==> src/inc/spc_cfg.svh <==
// Register indices, field positions, reset values and dividers of the port.
`ifndef SPC_CFG_SVH
`define SPC_CFG_SVH

// ----------------------------------------------------------------------
// Register indices (byte address is four times the index)
// ----------------------------------------------------------------------
`define SPC_IDX_CONTROL 10'h098
`define SPC_IDX_DATA 10'h099
`define SPC_IDX_ADDR 10'h0A9
`define SPC_IDX_MASK 10'h0B9
`define SPC_IDX_MODE 10'h0C0
`define SPC_IDX_BAUD 10'h0C1
`define SPC_IDX_BITOP 10'h0C2

// ----------------------------------------------------------------------
// Field positions
// ----------------------------------------------------------------------
`define SPC_B_FE_SM0 7
`define SPC_B_SM1 6
`define SPC_B_SM2 5
`define SPC_B_REN 4
`define SPC_B_TB8 3
`define SPC_B_RB8 2
`define SPC_B_TI 1
`define SPC_B_RI 0
`define SPC_B_DRATE 7
`define SPC_B_FSEL 6
`define SPC_B_X2 0
`define SPC_BITOP_VAL 3

// ----------------------------------------------------------------------
// Reset values, bit-time dividers in clock cycles and frame lengths in bits
// ----------------------------------------------------------------------
`define SPC_RST_BYTE 8'h00
`define SPC_RST_BAUD 16'h043D
`define SPC_DIV_SHIFT 16'h000C
`define SPC_DIV_SHIFT_X2 16'h0006
`define SPC_DIV_UART9 16'h0040
`define SPC_DIV_UART9_DR 16'h0020
`define SPC_LEN_SHIFT 4'h8
`define SPC_LEN_UART8 4'hA
`define SPC_LEN_UART9 4'hB

`endif

==> src/inc/spc_pkg.sv <==
// Types shared by the serial port control block.
package spc_pkg;
    // Serial modes in the order of the two mode-select bits.
    typedef enum logic [1:0] {
        SPC_MODE_SHIFT,
        SPC_MODE_UART8,
        SPC_MODE_UART9F,
        SPC_MODE_UART9V
    } spc_mode_t;
    typedef enum logic [1:0] {RX_IDLE, RX_START, RX_DATA, RX_STOP} spc_rx_t;
    typedef logic [15:0] spc_period_t;
endpackage : spc_pkg

==> src/design/spc_bit_timer.sv <==
// Bit-time divider giving one-cycle end and middle pulses.
`timescale 1ns/100ps
module spc_bit_timer #(
    parameter int W = 16
) (
    input wire logic clk,
    input wire logic rst_b,
    input wire logic restart,
    input wire logic [W-1:0] period,
    output logic tick,
    output logic mid
);
    logic [W-1:0] cnt_r;

    // ------------------------------------------------------------------
    // Counter
    // ------------------------------------------------------------------
    // A restart aligns the bit grid to the start of a frame.
    always_ff @(posedge clk or negedge rst_b) begin
        if (!rst_b) begin
            cnt_r <= '0;
        end else if (restart || tick) begin
            cnt_r <= '0;
        end else begin
            cnt_r <= cnt_r + 1'b1;
        end
    end

    // Pulses are combinational so they line up with the counter value.
    assign tick = !restart && (cnt_r == period - 1'b1);
    assign mid = !restart && (cnt_r == (period >> 1));
endmodule : spc_bit_timer

==> src/design/spc_top.sv <==
// Serial port control, status, address match and data buffer over APB.
//
// Chosen here: the APB slave port.
`timescale 1ns/100ps
`include "spc_cfg.svh"

module spc_top (
    input wire logic clk,
    input wire logic rst_b,
    input wire logic psel,
    input wire logic penable,
    input wire logic pwrite,
    input wire logic [11:0] paddr,
    input wire logic [31:0] pwdata,
    output logic [31:0] prdata,
    output logic pready,
    output logic pslverr,
    output logic txd,
    input wire logic rxd_in,
    output logic rxd_out,
    output logic rxd_oe
);
    import spc_pkg::*;

    logic sm0_r, sm1_r, sm2_r, ren_r, tb8_r, rb8_r, ti_r, ri_r, fe_r;
    logic drate_r, fsel_r, x2_r;
    logic [7:0] slave_address_r, smask_r, rxbuf_r;
    logic [15:0] baud_r;
    logic [31:0] prdata_r;
    logic [9:0] idx;
    logic wr, mapped, ctl_we, data_we;
    logic [7:0] ctl_rd, ctl_wv;
    spc_mode_t mode;
    spc_period_t period;
    logic nine_bit;

    // ------------------------------------------------------------------
    // APB slave
    // ------------------------------------------------------------------
    // Zero wait states: read data is captured in the setup cycle.
    assign idx = paddr[11:2];
    assign pready = 1'b1;
    assign wr = psel && penable && pwrite;
    assign mapped = idx == `SPC_IDX_CONTROL || idx == `SPC_IDX_DATA ||
        idx == `SPC_IDX_ADDR || idx == `SPC_IDX_MASK ||
        idx == `SPC_IDX_MODE || idx == `SPC_IDX_BAUD ||
        idx == `SPC_IDX_BITOP;
    assign pslverr = psel && penable && !mapped;
    assign prdata = prdata_r;

    // Control read view; bit 7 is shared between two meanings.
    assign ctl_rd = {fsel_r ? fe_r : sm0_r, sm1_r, sm2_r, ren_r,
        tb8_r, rb8_r, ti_r, ri_r};

    // Whole byte writes or single bit writes through the bit alias.
    always_comb begin
        ctl_wv = ctl_rd;
        ctl_we = 1'b0;
        if (wr && idx == `SPC_IDX_CONTROL) begin
            ctl_wv = pwdata[7:0];
            ctl_we = 1'b1;
        end else if (wr && idx == `SPC_IDX_BITOP) begin
            ctl_wv[pwdata[2:0]] = pwdata[`SPC_BITOP_VAL];
            ctl_we = 1'b1;
        end
    end
    assign data_we = wr && idx == `SPC_IDX_DATA;

    // Read mux; the bit alias and unmapped words read as zero.
    always_ff @(posedge clk or negedge rst_b) begin
        if (!rst_b) begin
            prdata_r <= '0;
        end else if (psel && !penable && !pwrite) begin
            case (idx)
                `SPC_IDX_CONTROL: prdata_r <= {24'h000000, ctl_rd};
                `SPC_IDX_DATA: prdata_r <= {24'h000000, rxbuf_r};
                `SPC_IDX_ADDR: prdata_r <= {24'h000000, slave_address_r};
                `SPC_IDX_MASK: prdata_r <= {24'h000000, smask_r};
                `SPC_IDX_MODE: prdata_r <= {24'h000000, drate_r, fsel_r,
                    5'h00, x2_r};
                `SPC_IDX_BAUD: prdata_r <= {16'h0000, baud_r};
                default: prdata_r <= '0;
            endcase
        end
    end

    // Byte-only registers: address, mask, mode and baud reload.
    always_ff @(posedge clk or negedge rst_b) begin
        if (!rst_b) begin
            slave_address_r <= `SPC_RST_BYTE;
            smask_r <= `SPC_RST_BYTE;
            drate_r <= 1'b0;
            fsel_r <= 1'b0;
            x2_r <= 1'b0;
            baud_r <= `SPC_RST_BAUD;
        end else if (wr) begin
            if (idx == `SPC_IDX_ADDR) slave_address_r <= pwdata[7:0];
            if (idx == `SPC_IDX_MASK) smask_r <= pwdata[7:0];
            if (idx == `SPC_IDX_MODE) begin
                drate_r <= pwdata[`SPC_B_DRATE];
                fsel_r <= pwdata[`SPC_B_FSEL];
                x2_r <= pwdata[`SPC_B_X2];
            end
            if (idx == `SPC_IDX_BAUD) baud_r <= pwdata[15:0];
        end
    end

    // ------------------------------------------------------------------
    // Mode decode and bit time
    // ------------------------------------------------------------------
    assign mode = spc_mode_t'({sm0_r, sm1_r});
    assign nine_bit = mode == SPC_MODE_UART9F || mode == SPC_MODE_UART9V;

    // The double rate bit halves the bit time in every UART mode.
    always_comb begin
        case (mode)
            SPC_MODE_SHIFT: period = x2_r ? `SPC_DIV_SHIFT_X2
                : `SPC_DIV_SHIFT;
            SPC_MODE_UART9F: period = drate_r ? `SPC_DIV_UART9_DR
                : `SPC_DIV_UART9;
            default: period = drate_r ? (baud_r >> 1) : baud_r;
        endcase
    end

    // ------------------------------------------------------------------
    // Transmitter
    // ------------------------------------------------------------------
    logic tx_busy_r, tx_tick, tx_mid, tx_start, tx_ti;
    logic [10:0] tx_sh_r;
    logic [3:0] tx_cnt_r, tx_len_r;
    logic sclk_r;

    // A write while a frame is in flight is dropped, not queued.
    assign tx_start = data_we && !tx_busy_r;

    spc_bit_timer #(.W(16)) u_tx_timer (
        .clk(clk),
        .rst_b(rst_b),
        .restart(tx_start),
        .period(period),
        .tick(tx_tick),
        .mid(tx_mid)
    );

    // Frames shift out LSB first: start, data, ninth bit in the nine-bit modes, stop; shift mode sends data only.
    always_ff @(posedge clk or negedge rst_b) begin
        if (!rst_b) begin
            tx_busy_r <= 1'b0;
            tx_sh_r <= '1;
            tx_cnt_r <= '0;
            tx_len_r <= `SPC_LEN_SHIFT;
        end else if (tx_start) begin
            tx_busy_r <= 1'b1;
            tx_cnt_r <= '0;
            case (mode)
                SPC_MODE_SHIFT: begin
                    tx_sh_r <= {3'h7, pwdata[7:0]};
                    tx_len_r <= `SPC_LEN_SHIFT;
                end
                SPC_MODE_UART8: begin
                    tx_sh_r <= {2'h3, pwdata[7:0], 1'b0};
                    tx_len_r <= `SPC_LEN_UART8;
                end
                default: begin
                    tx_sh_r <= {1'b1, tb8_r, pwdata[7:0], 1'b0};
                    tx_len_r <= `SPC_LEN_UART9;
                end
            endcase
        end else if (tx_busy_r && tx_tick) begin
            tx_sh_r <= {1'b1, tx_sh_r[10:1]};
            tx_cnt_r <= tx_cnt_r + 1'b1;
            if (tx_cnt_r + 1'b1 == tx_len_r) tx_busy_r <= 1'b0;
        end
    end

    // Flag at the end of bit 8 in shift mode, else entering the stop bit.
    assign tx_ti = tx_busy_r && tx_tick && (mode == SPC_MODE_SHIFT ?
        tx_cnt_r == `SPC_LEN_SHIFT - 4'h1 :
        tx_cnt_r == tx_len_r - 4'h2);

    // ------------------------------------------------------------------
    // Receiver
    // ------------------------------------------------------------------
    spc_rx_t rx_st_r;
    logic rx_tick, rx_mid, rx_restart, rx_shift0, rx_ri, rx_fe;
    logic [8:0] rx_sh_r, sh_nxt;
    logic [3:0] rx_cnt_r;
    logic [7:0] rx_byte_r, cand_byte, bcast;
    logic rx_ninth_r, cand_ninth, deliver, accept, addr_hit;

    // Shift mode reception needs REN set and the receive flag clear.
    assign rx_restart = rx_st_r == RX_IDLE && ren_r &&
        (mode == SPC_MODE_SHIFT ? !ri_r && !tx_busy_r && !tx_start
        : !rxd_in);
    assign rx_shift0 = mode == SPC_MODE_SHIFT;

    spc_bit_timer #(.W(16)) u_rx_timer (
        .clk(clk),
        .rst_b(rst_b),
        .restart(rx_restart),
        .period(period),
        .tick(rx_tick),
        .mid(rx_mid)
    );

    assign sh_nxt = {rxd_in, rx_sh_r[8:1]};
    assign cand_byte = nine_bit ? sh_nxt[7:0] : sh_nxt[8:1];
    assign cand_ninth = sh_nxt[8];

    // Mask zeros are don't-care in the own compare; broadcast ignores only bits zero in both address and mask.
    assign bcast = slave_address_r | smask_r;
    assign addr_hit = (((rx_byte_r ^ slave_address_r) & smask_r) == 8'h00) ||
        ((rx_byte_r & bcast) == bcast);

    // Delivery point: middle of the stop bit in both cases, with the framing check only when fsel_r is set.
    assign deliver = rx_st_r == RX_STOP && rx_mid && !rx_shift0 &&
        fsel_r;
    logic deliver_early;
    assign deliver_early = rx_st_r == RX_STOP && rx_mid && !rx_shift0 &&
        !fsel_r;
    // Filtering only in the nine-bit modes; RI must be clear to load.
    assign accept = (deliver || deliver_early) && !ri_r &&
        (!(sm2_r && nine_bit) || (rx_ninth_r && addr_hit));
    assign rx_fe = deliver && !rxd_in;
    assign rx_ri = accept || (rx_shift0 && rx_st_r == RX_DATA && rx_tick &&
        rx_cnt_r == `SPC_LEN_SHIFT);

    // The byte is captured at the last data bit and delivered from the
    // stop state, so the match logic sees a stable register.
    always_ff @(posedge clk or negedge rst_b) begin
        if (!rst_b) begin
            rx_st_r <= RX_IDLE;
            rx_sh_r <= '0;
            rx_cnt_r <= '0;
            rx_byte_r <= '0;
            rx_ninth_r <= 1'b0;
        end else if (!ren_r) begin
            rx_st_r <= RX_IDLE;
        end else begin
            case (rx_st_r)
                RX_IDLE: begin
                    rx_cnt_r <= '0;
                    if (rx_restart) begin
                        rx_st_r <= rx_shift0 ? RX_DATA : RX_START;
                    end
                end
                RX_START: begin
                    if (rx_mid) rx_st_r <= rxd_in ? RX_IDLE : RX_DATA;
                end
                RX_DATA: begin
                    if (rx_mid) begin
                        rx_sh_r <= sh_nxt;
                        rx_cnt_r <= rx_cnt_r + 1'b1;
                    end
                    if (rx_shift0) begin
                        if (rx_mid && rx_cnt_r == `SPC_LEN_SHIFT - 4'h1) begin
                            rx_byte_r <= sh_nxt[8:1];
                        end
                        if (rx_tick && rx_cnt_r == `SPC_LEN_SHIFT) begin
                            rx_st_r <= RX_IDLE;
                        end
                    end else if (rx_mid && rx_cnt_r ==
                            (nine_bit ? 4'h8 : 4'h7)) begin
                        rx_byte_r <= cand_byte;
                        rx_ninth_r <= cand_ninth;
                        rx_st_r <= RX_STOP;
                    end
                end
                RX_STOP: begin
                    if (rx_mid) rx_st_r <= RX_IDLE;
                end
                default: rx_st_r <= RX_IDLE;
            endcase
        end
    end

    // Shift clock follows only a running timer; an idle one would glitch it.
    always_ff @(posedge clk or negedge rst_b) begin
        if (!rst_b) begin
            sclk_r <= 1'b1;
        end else if (tx_start || rx_restart || (tx_busy_r && tx_tick) ||
                (rx_st_r == RX_DATA && rx_tick)) begin
            sclk_r <= 1'b0;
        end else if ((tx_busy_r && tx_mid) ||
                (rx_st_r == RX_DATA && rx_mid)) begin
            sclk_r <= 1'b1;
        end
    end

    // ------------------------------------------------------------------
    // Control register and data buffer
    // ------------------------------------------------------------------
    // Hardware sets win over a software clear in the same cycle.
    always_ff @(posedge clk or negedge rst_b) begin
        if (!rst_b) begin
            {sm0_r, sm1_r, sm2_r, ren_r, tb8_r} <= 5'h00;
            {rb8_r, ti_r, ri_r, fe_r} <= 4'h0;
        end else begin
            if (ctl_we) begin
                if (fsel_r) fe_r <= ctl_wv[`SPC_B_FE_SM0];
                else sm0_r <= ctl_wv[`SPC_B_FE_SM0];
                sm1_r <= ctl_wv[`SPC_B_SM1];
                sm2_r <= ctl_wv[`SPC_B_SM2];
                ren_r <= ctl_wv[`SPC_B_REN];
                tb8_r <= ctl_wv[`SPC_B_TB8];
                rb8_r <= ctl_wv[`SPC_B_RB8];
                ti_r <= ctl_wv[`SPC_B_TI];
                ri_r <= ctl_wv[`SPC_B_RI];
            end
            if (rx_fe) fe_r <= 1'b1;
            if (tx_ti) ti_r <= 1'b1;
            if (rx_ri) ri_r <= 1'b1;
            if (accept && nine_bit) rb8_r <= rx_ninth_r;
        end
    end

    // Receive buffer keeps the last accepted byte.
    always_ff @(posedge clk or negedge rst_b) begin
        if (!rst_b) begin
            rxbuf_r <= `SPC_RST_BYTE;
        end else if (accept || (rx_ri && rx_shift0)) begin
            rxbuf_r <= rx_byte_r;
        end
    end

    // ------------------------------------------------------------------
    // Line pins
    // ------------------------------------------------------------------
    // Shift mode: data on the two-way pin, shift clock on the output pin.
    assign txd = rx_shift0 ? ((tx_busy_r || rx_st_r == RX_DATA) ? sclk_r
        : 1'b1) : tx_sh_r[0];
    assign rxd_oe = rx_shift0 && tx_busy_r;
    assign rxd_out = tx_sh_r[0];
endmodule : spc_top

==> config.mk <==
export PLATFORM = sky130hd
export DESIGN_NAME = spc_top
export DESIGN_NICKNAME = d
export VERILOG_FILES = /design/src/inc/spc_pkg.sv /design/src/design/spc_bit_timer.sv /design/src/design/spc_top.sv
export VERILOG_INCLUDE_DIRS = /design/src /design/src/inc
export SDC_FILE = /design/constraint.sdc
export NUM_CORES = 1
export LEC_CHECK = 0
export CAP_MARGIN = 30
export CORE_MARGIN = 4
export CORE_UTILIZATION = 55
export DETAILED_ROUTE_END_ITERATION = 10
export DONT_BUFFER_PORTS = 1
export PLACE_DENSITY = 0.73
export SYNTH_ARGS = -nofsm -noshare
export SYNTH_HDL_FRONTEND = slang
export SYNTH_SLANG_ARGS = --single-unit
export TNS_END_PERCENT = 50
==> constraint.sdc <==
create_clock -name clk -period 3.6 [get_ports clk]
set_input_delay 0.18 -clock clk [delete_from_list [all_inputs] [get_ports clk]]
set_output_delay 0.18 -clock clk [all_outputs]
set_load 0.02 [all_outputs]
# After elaboration in Yosys (flattened, before gate mapping)
# Index checks and enable logic that the tools add are counted.
[word_totals]
ff_bits = 161
input_bits = 50
elab_cells = 234
[classes]
add_sub_neg = 6
order_cmp = 2
eq_ne = 31
mux = 56
bitwise = 6
reduce_logical = 104
[op_table]
columns = ["operator", "count"]
rows = [
  ["case mux 16 bit (6 select lines)", 1],
  ["equality test 10 x 8 -> 1 bit (second input constant)", 7],
  ["two-way mux 16 bit", 3],
  ["two-way mux 8 bit", 6],
  ["logical AND 1 bit", 41],
  ["adder 16 x 1 -> 16 bit (second input constant)", 2],
  ["equality test 16 x 15 -> 1 bit", 2],
  ["equality test 16 bit", 2],
  ["case mux 16 bit (2 select lines)", 1],
  ["two-way mux 1 bit", 22],
  ["two-way mux 11 bit", 2],
  ["AND reduction 2 bit", 11],
  ["nonzero test 2 bit", 11],
  ["two-way mux 4 bit", 5],
  ["case mux 10 bit (2 select lines)", 1],
  ["logical OR 1 bit", 19],
  ["two-way mux 2 bit", 9],
  ["bitwise AND 8 bit", 2],
  ["subtractor 16 x 1 -> 16 bit (second input constant)", 1],
  ["equality test 4 bit", 3],
  ["zero test 1 bit", 11],
  ["!= test 3 bit (second input constant)", 3],
  ["nonzero test 3 bit", 3],
  ["adder 4 x 1 -> 4 bit (second input constant)", 2],
  ["25 further kinds", 35],
]

# Logic depth before layout (Yosys ltp)
# Gate-level depths: netlist of the first run.
[logic_depth]
word_depth = 19
ltp_mapped = 17
depth_no_buf = 12

# Cells and area by module
# Synthesis of the first run repeated with hierarchy kept, for this count alone.
[hier_totals]
cells_unflattened = 1007
hier_area_um2 = 9466.6
[by_module_without_submodules]
columns = ["module", "n_inst", "cells_each", "area_per_inst_um2", "seq_area_each_um2"]
rows = [
  ["spc_top", 1, 623, 6093.3, 2748.9],
  ["spc_bit_timer at u_rx_timer", 1, 204, 1761.7, 400.4],
  ["spc_bit_timer at u_tx_timer", 1, 180, 1611.5, 400.4],
]

# Worst setup path before layout of the first run
# Ideal clock, no wire load.
[synth_timing]
path_kind = "reg-to-reg"
startpoint = "reg drate_r"
endpoint = "reg u_rx_timer.cnt_r[10]"
setup_ns = 0.121
arrival_time_ns = 3.856
required_ns = 3.479
path_slack_ns = -0.378
path_stages_with_launch = 17
n_path_buf = 5
period_less_slack_ns = 3.978
path_cell_list = "dfrtp_1 > buf_6 > buf_6 > buf_2 > mux2_2 > nand2_1 > ha_1 > nand2_1 > o41a_1 > buf_2 > nor4_2 > xnor2_1 > o221ai_1 > or4_1 > o21ai_2 > buf_2 > nor2_1"
[synth_between]
elab_chain_len = 7
elab_cells_between_ends = 8
cone_classes = "add/sub: 1; eq/ne: 1; mux: 4; reduce/logical: 2"
[synth_rtl]
columns = ["element", "line_no", "rtl"]
rows = [
  ["start: declaration", "spc_top.sv:26", "logic drate_r, fsel_r, x2_r;"],
  ["start signal: assignment", "spc_top.sv:100", "drate_r <= pwdata[`SPC_B_DRATE];"],
  ["two-way mux 16 bit or two-way mux 7 bit (tied branches)", "n/a", ""],
  ["case mux 16 bit (2 select lines) *", "spc_top.sv:116", "case (mode)"],
  ["subtractor 16 x 1 -> 16 bit *", "spc_bit_timer.sv:30", "assign tick = !restart && (cnt_r == period - 1'b1);"],
  ["equality test 16 bit *", "spc_bit_timer.sv:30", ""],
  ["logical AND 1 bit *", "spc_bit_timer.sv:30", ""],
  ["logical OR 1 bit *", "spc_bit_timer.sv:22", "end else if (restart || tick) begin"],
  ["two-way mux 16 bit *", "spc_bit_timer.sv:22", ""],
  ["end signal: assignment", "spc_bit_timer.sv:25", "cnt_r <= cnt_r + 1'b1;"],
  ["end: declaration", "spc_bit_timer.sv:13", "logic [W-1:0] cnt_r;"],
]
# Every way passes the cells marked *; elsewhere a longest branch is shown, timed or not.
# A chain may end at the register's enable or synchronous reset.

# Worst setup path in the final report of the first run
[layout_timing]
startpoint = "reg drate_r"
endpoint = "reg u_rx_timer.cnt_r[2]"
# Same word-level chain as after synthesis.

==> results.cfg, run 1 <==
[run_status]
outcome = finished clean

[layout]
nFillCells = 1370
fin_nets = 1138
final_cells = 1320
post_route_cells_drive_above_1_share = 0.2338
areaGrowthSynthToFinish_pct = 16.55
final_util = 0.6527
antenna_cells = 0

[grt]
first_global_vias = 8018
grt_remaining_overflow = 0
grt_pass1_wl_um = 44520
grt_max_degree = 142
antenna_found_initial = 0
grt_usage = 0.2867

[hold_path]
min_path_type = input pin to flip-flop
holdPathStages = 4
hp-start = pwdata[1]
hold_path_end = tx_sh_r[2]

[synth]
synthTopCellsByCount = dfrtp_1 (124), nand2_1 (108), nor2_1 (103)
ys_seq_elements = 141
synthArstFlopShare = 1.000
synth_most_common_cell = dfrtp_1
synth_largest_area_cell = dfrtp_1
ys_types = 95
synth_top_area_frac = 0.3203
synth_area_sq_um = 9687
synth_edf_count = 0
synth_ff_type = dfrtp_1
syn_avg_cell_area_sq_um = 9.414
synth_cells = 1029
yosys_warnings = 0
yosys-top-cells-area = dfrtp_1 (32%), mux2_2 (9.4%), dfstp_2 (4.6%), nand2_1 (4.2%), nor2_1 (4.0%)
synth_seq_area_share = 0.3664

[die]
coreArea_sq_um = 17300
initial_core_util = 0.5600
dieArea_sq_um = 19800
die_h_um = 140.7
boundaryPins = 87
die_x_um = 140.7
row_count = 48

[worst_setup_path]
reg2regPathDepth = 14
crit_required_ns = 3.93
r2r-start = drate_r
critPathMaxFanout = 16
cp-end-kind = flip-flop
critPathKind = flip-flop to flip-flop
reg2reg_slack_ns = 0.002
cp-start-kind = flip-flop
crit_arrival_ns = 3.92
r2r_end = u_rx_timer.cnt_r[2]

[timing]
tightestPinTransition_ns = 0.7639
period_minus_slack_ns = 3.598
maxSlewViolCount = 0
rsz0062_at_grt = true
timing.final.crit_share = 0.9995
setup_viol = 0
slew_headroom = 0.4895
timing.fmax_mhz = 277.9
clock_skew_ns = 0.01306
hold_slack_ns = 0.008443
final-hold-violation-count = 0

[place]
portBuffers = 0
dpl.cell_count = 1264
dpl.hpwl_um = 20000
place_congestion = 0.9373

[power_and_ir_drop]
cellLeakagePower_uw = 0.004991
powerDensity_nw_per_um2 = 390.4
irDropWorstVdd_mv = 0.3298

[drt]
vias = 8361
viasPerCell = 6.334
drt_iter0_markers = 988
drtAntennaViolNets = 0
wire_per_inst_um = 21.46
routed_wl_um = 28330
post-route-drc-count = 0
drt_first_pass_iters = 5

[clocking]
cts.clk_slew.worst_paths_ns = 0.07
cts_tree = built
cts_buffer_depth = 2
h-tree-depth = 4
cts-buffers-inserted = 17
clockRootBuffer = clkbuf_16
insertion_delay_ns = 0.44
cts.sinks = 141

[job]
cap_violations = 0
## layer usage
layer / global-route usage / up-vias / wire, um
met5: 0 / - / 0
met4: 0.1158 / 0 / 1125
met3: 0.07327 / 85 / 2281
met2: 0.4652 / 389 / 13630
met1: 0.3676 / 4070 / 11300
li1: - / 3817 / -
## final cells by class
cell class	count	area, sq um	share of cell area
Clock buffer	17	425.4	0.03768
Clock inverter	15	220.2	0.01951
Inverter	20	75.07	0.006650
Multi-Input combinational cell	813	5944	0.5265
Sequential cell	141	3552	0.3146
Tap cell	225	281.5	0.02494
Timing Repair Buffer	89	790.8	0.07004
## per-stage QoR
| stage | total power (uW) | worst slack (ns) | cell area [sq um] | setup TNS (ns) |
|---|---|---|---|---|
| CTS | 4404 | -0.02132 | 11120 | -0.02132 |
| global placement | 2388 | 0.01808 | 10270 | 0 |
| detailed placement | 2397 | -0.007442 | 10270 | -0.01780 |
| global route | 4568 | -0.1024 | 11290 | -2.221 |
| floorplan | 2310 | -0.01197 | 9834 | -0.1050 |
| finish | 4408 | 0.001974 | 11290 | 0 |
## sequential cells by signal (all words and copies together), names as in the netlist, 4 cells and up
name,count
smask_r,8
rx_byte_r,8
tx_sh_r,10
tx_cnt_r,4
prdata,16
slave_address_r,8
rx_cnt_r,4
rxbuf_r,8
u_tx_timer.cnt_r,16
rx_sh_r,8
baud_r,16
u_rx_timer.cnt_r,16
## cell families (layout without fill, tap and decap cells)
kind of cell | count (synthesis) | after routing | share of synthesized area
xor gates and xnor gates | 92 | 92 | 0.1005
muxes | 115 | 115 | 0.1302
adders and majority gates | 6 | 6 | 0.007750
AOI/OAI and AO/OA | 178 | 178 | 0.1354
DFF | 141 | 141 | 0.3664
buffers and inverters | 90 | 141 | 0.04521
and+or+nand+nor | 405 | 405 | 0.2138
other | 2 | 17 | 0.0007753
## cell usage in the layout (no fill, tap or decap), types with 5 or more instances in the layout
cell type,netlist,layout
and4b_1,5,5
nor2_1,103,102
nand2_1,108,106
nor2b_1,9,9
xor2_1,38,38
dlygate4sd3_1,0,18
a221oi_1,9,9
and3_1,13,12
xnor3_1,10,9
nor3b_1,8,8
xnor2_1,42,41
nand3_1,46,46
nor4b_1,8,7
buf_4,17,64
nand2b_1,9,9
ha_1,6,5
nor3_1,27,26
mux2i_1,30,29
nand4_1,9,9
o22ai_1,6,6
a22oi_1,8,8
o211ai_1,8,8
a211oi_1,7,5
a31oi_1,5,5
or3_1,6,6
nor4_1,15,12
inv_1,19,19
inv_8,0,5
and2_1,5,5
a21o_1,6,5
clkbuf_16,0,17
o21ai_0,32,32
mux2_2,81,80
dfstp_2,17,17
conb_1,2,17
a21oi_1,33,33
dfrtp_1,124,122
a21boi_0,6,5
## worst max-delay path, cell delays in order, from the launching register on
cell and delay (ns):
dfrtp_2 0.44, mux2_4 0.33, nand2_4 0.08, ha_4 0.15
nand2_2 0.05, o41a_1 0.51, buf_6 0.18, nor4_4 0.31
xnor2_2 0.17, o221ai_2 0.13, buf_4 0.15, or4_4 0.58
o21ai_4 0.17, buf_12 0.16, nor2_1 0.06
## worst max-delay path by stage
stage,endpoint,cells after the start,slack [ns],startpoint
6_report,u_rx_timer.cnt_r[2],14,0.002,drate_r
5_1_grt,u_rx_timer.cnt_r[12],14,-0.10,drate_r
4_1_cts,rxbuf_r[0],13,-0.02,drate_r
3_5_place_dp,u_tx_timer.cnt_r[15],12,-0.007,drate_r
3_3_place_gp,u_tx_timer.cnt_r[12],12,0.02,drate_r
2_1_floorplan,u_rx_timer.cnt_r[0],16,-0.01,drate_r
## report_power, final
part           internal (uW)  switching, uW
clock                   1130            811
combinational            345            284
sequential              1660            179
total                   3130           1270
## what timing repair did
item                                   in CTS  in global routing
pin swaps                                   0                 16
buffers inserted                            0                  5
setup endpoints to repair                  21                 55
resized for setup                           2                 26
endpoints found under the hold margin     186                  0
hold buffers                               19                  0
(Power assumes the default switching activity.)
==> run 2: changes to the inputs <==
PLACE_DENSITY = unset   (was 0.73)
PLACE_DENSITY_LB_ADDON = 0.2   (was unset)
==> run 2 against run 1 <==
The run now ends with negative setup slack left. First-iteration DRC count decreased by 22%. Clock skew about the same. Global-route usage decreased by 0.35 points. Non-clock buffer count unchanged. Setup slack got worse by 0.0032 ns. Cell count unchanged. Via count decreased by 1.5%. Critical path type unchanged. Highest routed layer unchanged.
==> results.cfg, run 2 (synthesis results as in run 1) <==
[drt]
vias = 8232
routed_wl_um = 28420
drt_first_pass_iters = 6
post-route-drc-count = 0
viasPerCell = 6.236
drtAntennaViolNets = 0
drt_iter0_markers = 766
wire_per_inst_um = 21.53

[run_status]
violations = negative setup slack
outcome = finished with violations

[die]
die_h_um = 140.7
row_count = 48
initial_core_util = 0.5600
boundaryPins = 87
coreArea_sq_um = 17300
dieArea_sq_um = 19800
die_x_um = 140.7

[clocking]
clockRootBuffer = clkbuf_16
cts_tree = built
cts.sinks = 141
cts-buffers-inserted = 17
cts_buffer_depth = 2
h-tree-depth = 4
insertion_delay_ns = 0.44
cts.clk_slew.worst_paths_ns = 0.07

[worst_setup_path]
critPathMaxFanout = 5
r2r_end = rxbuf_r[3]
crit_required_ns = 3.93
cp-start-kind = flip-flop
reg2reg_slack_ns = -0.001
critPathLaunch = drate_r
cp-end-kind = flip-flop
r2r-start = drate_r
crit_arrival_ns = 3.93
critPathKind = flip-flop to flip-flop
reg2regPathDepth = 14

[power_and_ir_drop]
powerDensity_nw_per_um2 = 374.2
cellLeakagePower_uw = 0.004965
power.internal_uw = 2915
power_switching_uw = 1280
power_uw = 4194
combPwrFrac = 0.149
seqPwrFrac = 0.438
irDropWorstVdd_mv = 0.3840
power_frac_clock = 0.413
p_sw_frac = 0.3051

[layout]
final_cells = 1320
final_common_cell = dfrtp_1
fin_nets = 1138
post_route_cells_drive_above_1_share = 0.2329
antenna_cells = 0
areaGrowthSynthToFinish_pct = 15.71
final_cell_mix = dfrtp_1 (122), nand2_1 (106), nor2_1 (102)
nFillCells = 1416

[timing]
clock_skew_ns = 0.01334
period_minus_slack_ns = 3.601
timing.final.crit_share = 1.000
setup_tns_ns = -0.001207
setup_slack_ns = -0.001207
tightestPinTransition_ns = 0.8240
maxSlewViolCount = 0
slew_headroom = 0.4494
final-hold-violation-count = 0
timing.fmax_mhz = 277.7
setup_viol = 1
rsz0062_at_grt = true

[place]
dpl.cell_count = 1260
dpl.hpwl_um = 20040
place_congestion = 0.9247
portBuffers = 0

[grt]
first_global_vias = 7983
antenna_found_initial = 0
grt_usage = 0.2832
grt_max_degree = 142
grt_pass1_wl_um = 43970
grt_remaining_overflow = 0

[hold_path]
min_path_type = input pin to flip-flop
holdPathStages = 4
hp-start = pwdata[1]
hold_path_end = tx_sh_r[1]

[job]
cap_violations = 0
[run 2: cell type report]
| type | count | area, sq um | share of cell area |
|---|---|---|---|
| sequential | 141 | 3552 | 0.3169 |
| clock inverter | 15 | 146.4 | 0.01306 |
| inverter | 20 | 75.07 | 0.006698 |
| clock buffer | 17 | 425.4 | 0.03796 |
| tap | 225 | 281.5 | 0.02512 |
| multi-input combinational | 813 | 5932 | 0.5293 |
| timing repair buffer | 89 | 795.8 | 0.07100 |
[run 2: stage by stage]
step	cell area, sq um	hold slack [ns]	util	setup slack, ns
CTS	11010	0.0002577	0.6363	-0.006017
detailed placement	10220	-0.1122	0.5911	-0.03523
finish	11210	0.003871	0.6480	-0.001207
global route	11210	0.01998	0.6480	-0.1079
floorplan	9834	-0.1156	-	-0.01197
global placement	10220	-0.1126	0.5911	0.04904
[run 2: power by group through the flow]
stage	clock network [uW]	logic, uW	registers (uW)
6_report	1730	624	1840
5_1_grt	1810	679	1850
4_1_cts	1740	609	1840
3_5_place_dp	0	543	1870
3_3_place_gp	0	534	1860
2_1_floorplan	0	592	1720
[run 2: how the worst max path moves through the flow]
stage / endpoint / slack [ns]
finish: rxbuf_r[3] / -0.001
global route: tx_cnt_r[2] / -0.11
CTS: tx_sh_r[6] / -0.006
detailed placement: u_tx_timer.cnt_r[9] / -0.04
global placement: u_tx_timer.cnt_r[13] / 0.05
floorplan: u_rx_timer.cnt_r[0] / -0.01
[run 2: repair_timing]
| item | in CTS | in global routing |
|---|---|---|
| pin swaps | 0 | 21 |
| buffers inserted | 0 | 8 |
| hold buffers | 19 | 0 |
| resized for setup | 1 | 28 |
| cloned | 0 | 1 |
| endpoints found under the setup margin | 17 | 58 |
| endpoints found under the hold margin | 183 | 0 |
[run 2: routing by layer]
metal	track usage	wire length [um]	vias up
met5	0	0	-
met1	0.3676	11830	3988
met3	0.05020	1733	105
li1	-	-	3803
met2	0.4630	13550	336
met4	0.1300	1312	0
[run 2: critical path, stage by stage (launching register included)]
cell and delay [ns]:
dfrtp_2 0.45, mux2_4 0.33, nand2_4 0.08, ha_4 0.14, nand2_2 0.05, o41a_1 0.51
buf_6 0.17, buf_4 0.12, o41a_1 0.36, o22ai_2 0.20, nand2_1 0.06, and4b_1 0.23
a41oi_4 0.25, clkbuf_16 0.21, mux2_2 0.32
==> run 3: changes to the inputs <==
ABC_AREA = 1   (was unset)
==> run 3 against run 2 <==
The run now ends clean. Sequential share of layout area increased by 2.5 points. Setup slack gained 0.36 ns. Core utilization down 2.8 points. Via count is 7.5% higher. Critical endpoint is now tx_sh_r[9]. Maximum frequency grew 11%. Register-to-register slack improved by 0.36 ns. Largest cell class unchanged.
==> results.cfg, run 3 <==
[run_status]
outcome = finished clean

[die]
die_x_um = 139.7
boundaryPins = 87
row_count = 47
dieArea_sq_um = 19510
coreArea_sq_um = 16760
die_h_um = 139.7
initial_core_util = 0.5689

[grt]
grt_usage = 0.2733
first_global_vias = 8172
antenna_found_initial = 0
grt_remaining_overflow = 0
grt_pass1_wl_um = 42900
grt_max_degree = 142

[worst_setup_path]
cp-end-kind = flip-flop
crit_arrival_ns = 3.62
cp-start-kind = flip-flop
crit_required_ns = 3.98
critPathMaxFanout = 13
critPathKind = flip-flop to flip-flop

[timing]
slew_headroom = 0.4037
final-hold-violation-count = 0
setup_tns_ns = 0
setup_viol = 0
tightestPinTransition_ns = 0.8923
rsz0062_at_grt = false
timing.final.crit_share = 0.9009
period_minus_slack_ns = 3.243
clock_skew_ns = 0.009467
timing.fmax_mhz = 308.3
maxSlewViolCount = 0

[drt]
drt_first_pass_iters = 5
post-route-drc-count = 0
vias = 8847
drtAntennaViolNets = 0
routed_wl_um = 26570
viasPerCell = 5.592
drt_iter0_markers = 811
wire_per_inst_um = 16.80

[layout]
fin_nets = 1405
post_route_cells_drive_above_1_share = 0.1035
antenna_cells = 0
final_common_cell = nand2_1
final_cell_mix = nand2_1 (357), inv_1 (159), nor2_1 (134)
areaGrowthSynthToFinish_pct = 9.015
multi_input_area_sq_um = 5095
seqCellArea_sq_um = 3550
nFillCells = 1537

[clocking]
clockRootBuffer = clkbuf_16
cts-buffers-inserted = 17
cts.clk_slew.worst_paths_ns = 0.06
cts.sinks = 141
h-tree-depth = 4
cts_tree = built
insertion_delay_ns = 0.44
cts_buffer_depth = 2

[synth]
synth_ff_type = dfrtp_1
yosys_warnings = 0
synthArstFlopShare = 1.000
synth_most_common_cell = nand2_1
synth_top_area_frac = 0.3254
synth_area_sq_um = 9535
ys_types = 57
syn_avg_cell_area_sq_um = 7.143
synth_largest_area_cell = dfrtp_1
synthTopCellsByCount = nand2_1 (357), inv_1 (159), nor2_1 (134)
synth_cells = 1335
synth_seq_area_share = 0.3723
yosys-top-cells-area = dfrtp_1 (33%), nand2_1 (14%), nand3_1 (6.4%), inv_1 (6.3%), nor2_1 (5.3%)
synth_edf_count = 0
ys_seq_elements = 141

[power_and_ir_drop]
power_uw = 4153
irDropWorstVdd_mv = 0.4670
powerDensity_nw_per_um2 = 399.6
cellLeakagePower_uw = 0.004948

[place]
place_congestion = 0.9398
portBuffers = 0
dpl.hpwl_um = 19910

[job]
cap_violations = 0

[hold_path]
min_path_type = input pin to flip-flop
-- run 3: changes by cell type after synthesis, sizes merged, moves of 28 or more --
cell / previous run / this run
inv: 20 / 166
mux2: 85 / 3
nand3: 46 / 134
xnor2: 42 / 5
nand2: 108 / 379
mux2i: 30 / 2
o21ai: 38 / 103
nor2: 105 / 156
-- run 3: cell families (layout without fill, tap and decap cells) --
group                      after synthesis  count (layout)  synth area share
DFF                                    141             141            0.3723
other                                    2              17         0.0007876
xor gates and xnor gates                42              42           0.04159
adders and majority gates                6               6          0.007873
and+or+nand+nor                        737             737            0.3599
muxes                                    5               5          0.005642
AOI/OAI and AO/OA                      185             185            0.1126
buffers and inverters                  217             229           0.09933
-- run 3: cell type report --
type,instances,share of cell area
Clock buffer,17,0.04092
Tap cell,220,0.02648
Clock inverter,15,0.01505
Multi-Input combinational cell,992,0.4901
Inverter,170,0.06139
Timing Repair Buffer,27,0.02455
Sequential cell,141,0.3415
-- run 3: per-stage QoR --
| stage | setup WS, ns | cell area (sq um) | hold WS, ns | utilization | std cells |
|---|---|---|---|---|---|
| after detailed placement | 0.4255 | 9656 | -0.1119 | 0.5761 | 1536 |
| after global placement | 0.4918 | 9656 | -0.1118 | 0.5761 | 1536 |
| after CTS | 0.4017 | 10400 | 0.01153 | 0.6202 | 1582 |
| final | 0.3569 | 10400 | 0.02147 | 0.6202 | 1582 |
| after global routing | 0.02975 | 10400 | 0.02540 | 0.6202 | 1582 |
| after floorplan | 0.9750 | 9592 | -0.1156 | - | 1350 |
-- run 3: layer usage --
metal  track usage  vias up  part of all wire
li1              -     4341                 -
met3       0.04700       65             0.065
met5             0        -                 0
met2        0.4341      334              0.46
met1        0.3741     4107              0.44
met4        0.1091        0             0.036
-- run 3: final timing paths --
check / start / end / slack [ns] / cells past startpoint
max: drate_r / tx_sh_r[9] / 0.36 / 19
min: pwdata[0] / sm1_r / 0.02 / 3
max reg2reg: drate_r / tx_sh_r[9] / 0.36 / 19
min reg2reg: tx_sh_r[3] / tx_sh_r[3] / 0.49 / 2
max in group asynchronous: rst_b / u_tx_timer.cnt_r[9] / 2.64 / 2
min in group asynchronous: rst_b / prdata[5] / 0.40 / 2
-- run 3: power breakdown --
| group | switching (uW) | leakage, uW | internal (uW) |
|---|---|---|---|
| combinational | 390 | 0.00290 | 202 |
| clock | 790 | 0.000274 | 976 |
| sequential | 110 | 0.00178 | 1680 |
| total | 1290 | 0.00495 | 2860 |
-- run 3: timing repair --
action / CTS / global route
buffers inserted: 0 / 0
endpoints found under the hold margin: 155 / 0
resized for setup: 0 / 0
hold buffers: 14 / 0
-- run 3: worst max-delay path: stages (launching register included) --
cell and delay (ns):
dfrtp_1 0.53, inv_2 0.13, nand2_1 0.06, nand3_1 0.11
nand2_1 0.12, inv_1 0.12, ha_1 0.25, nand2_4 0.09
nor2_4 0.23, nand2_2 0.12, nand2_1 0.10, nand2_1 0.12
xor2_1 0.26, nand4_1 0.12, nor2_1 0.17, nand4_2 0.25
buf_4 0.27, nand3_1 0.06, nand2_1 0.05, inv_1 0.05
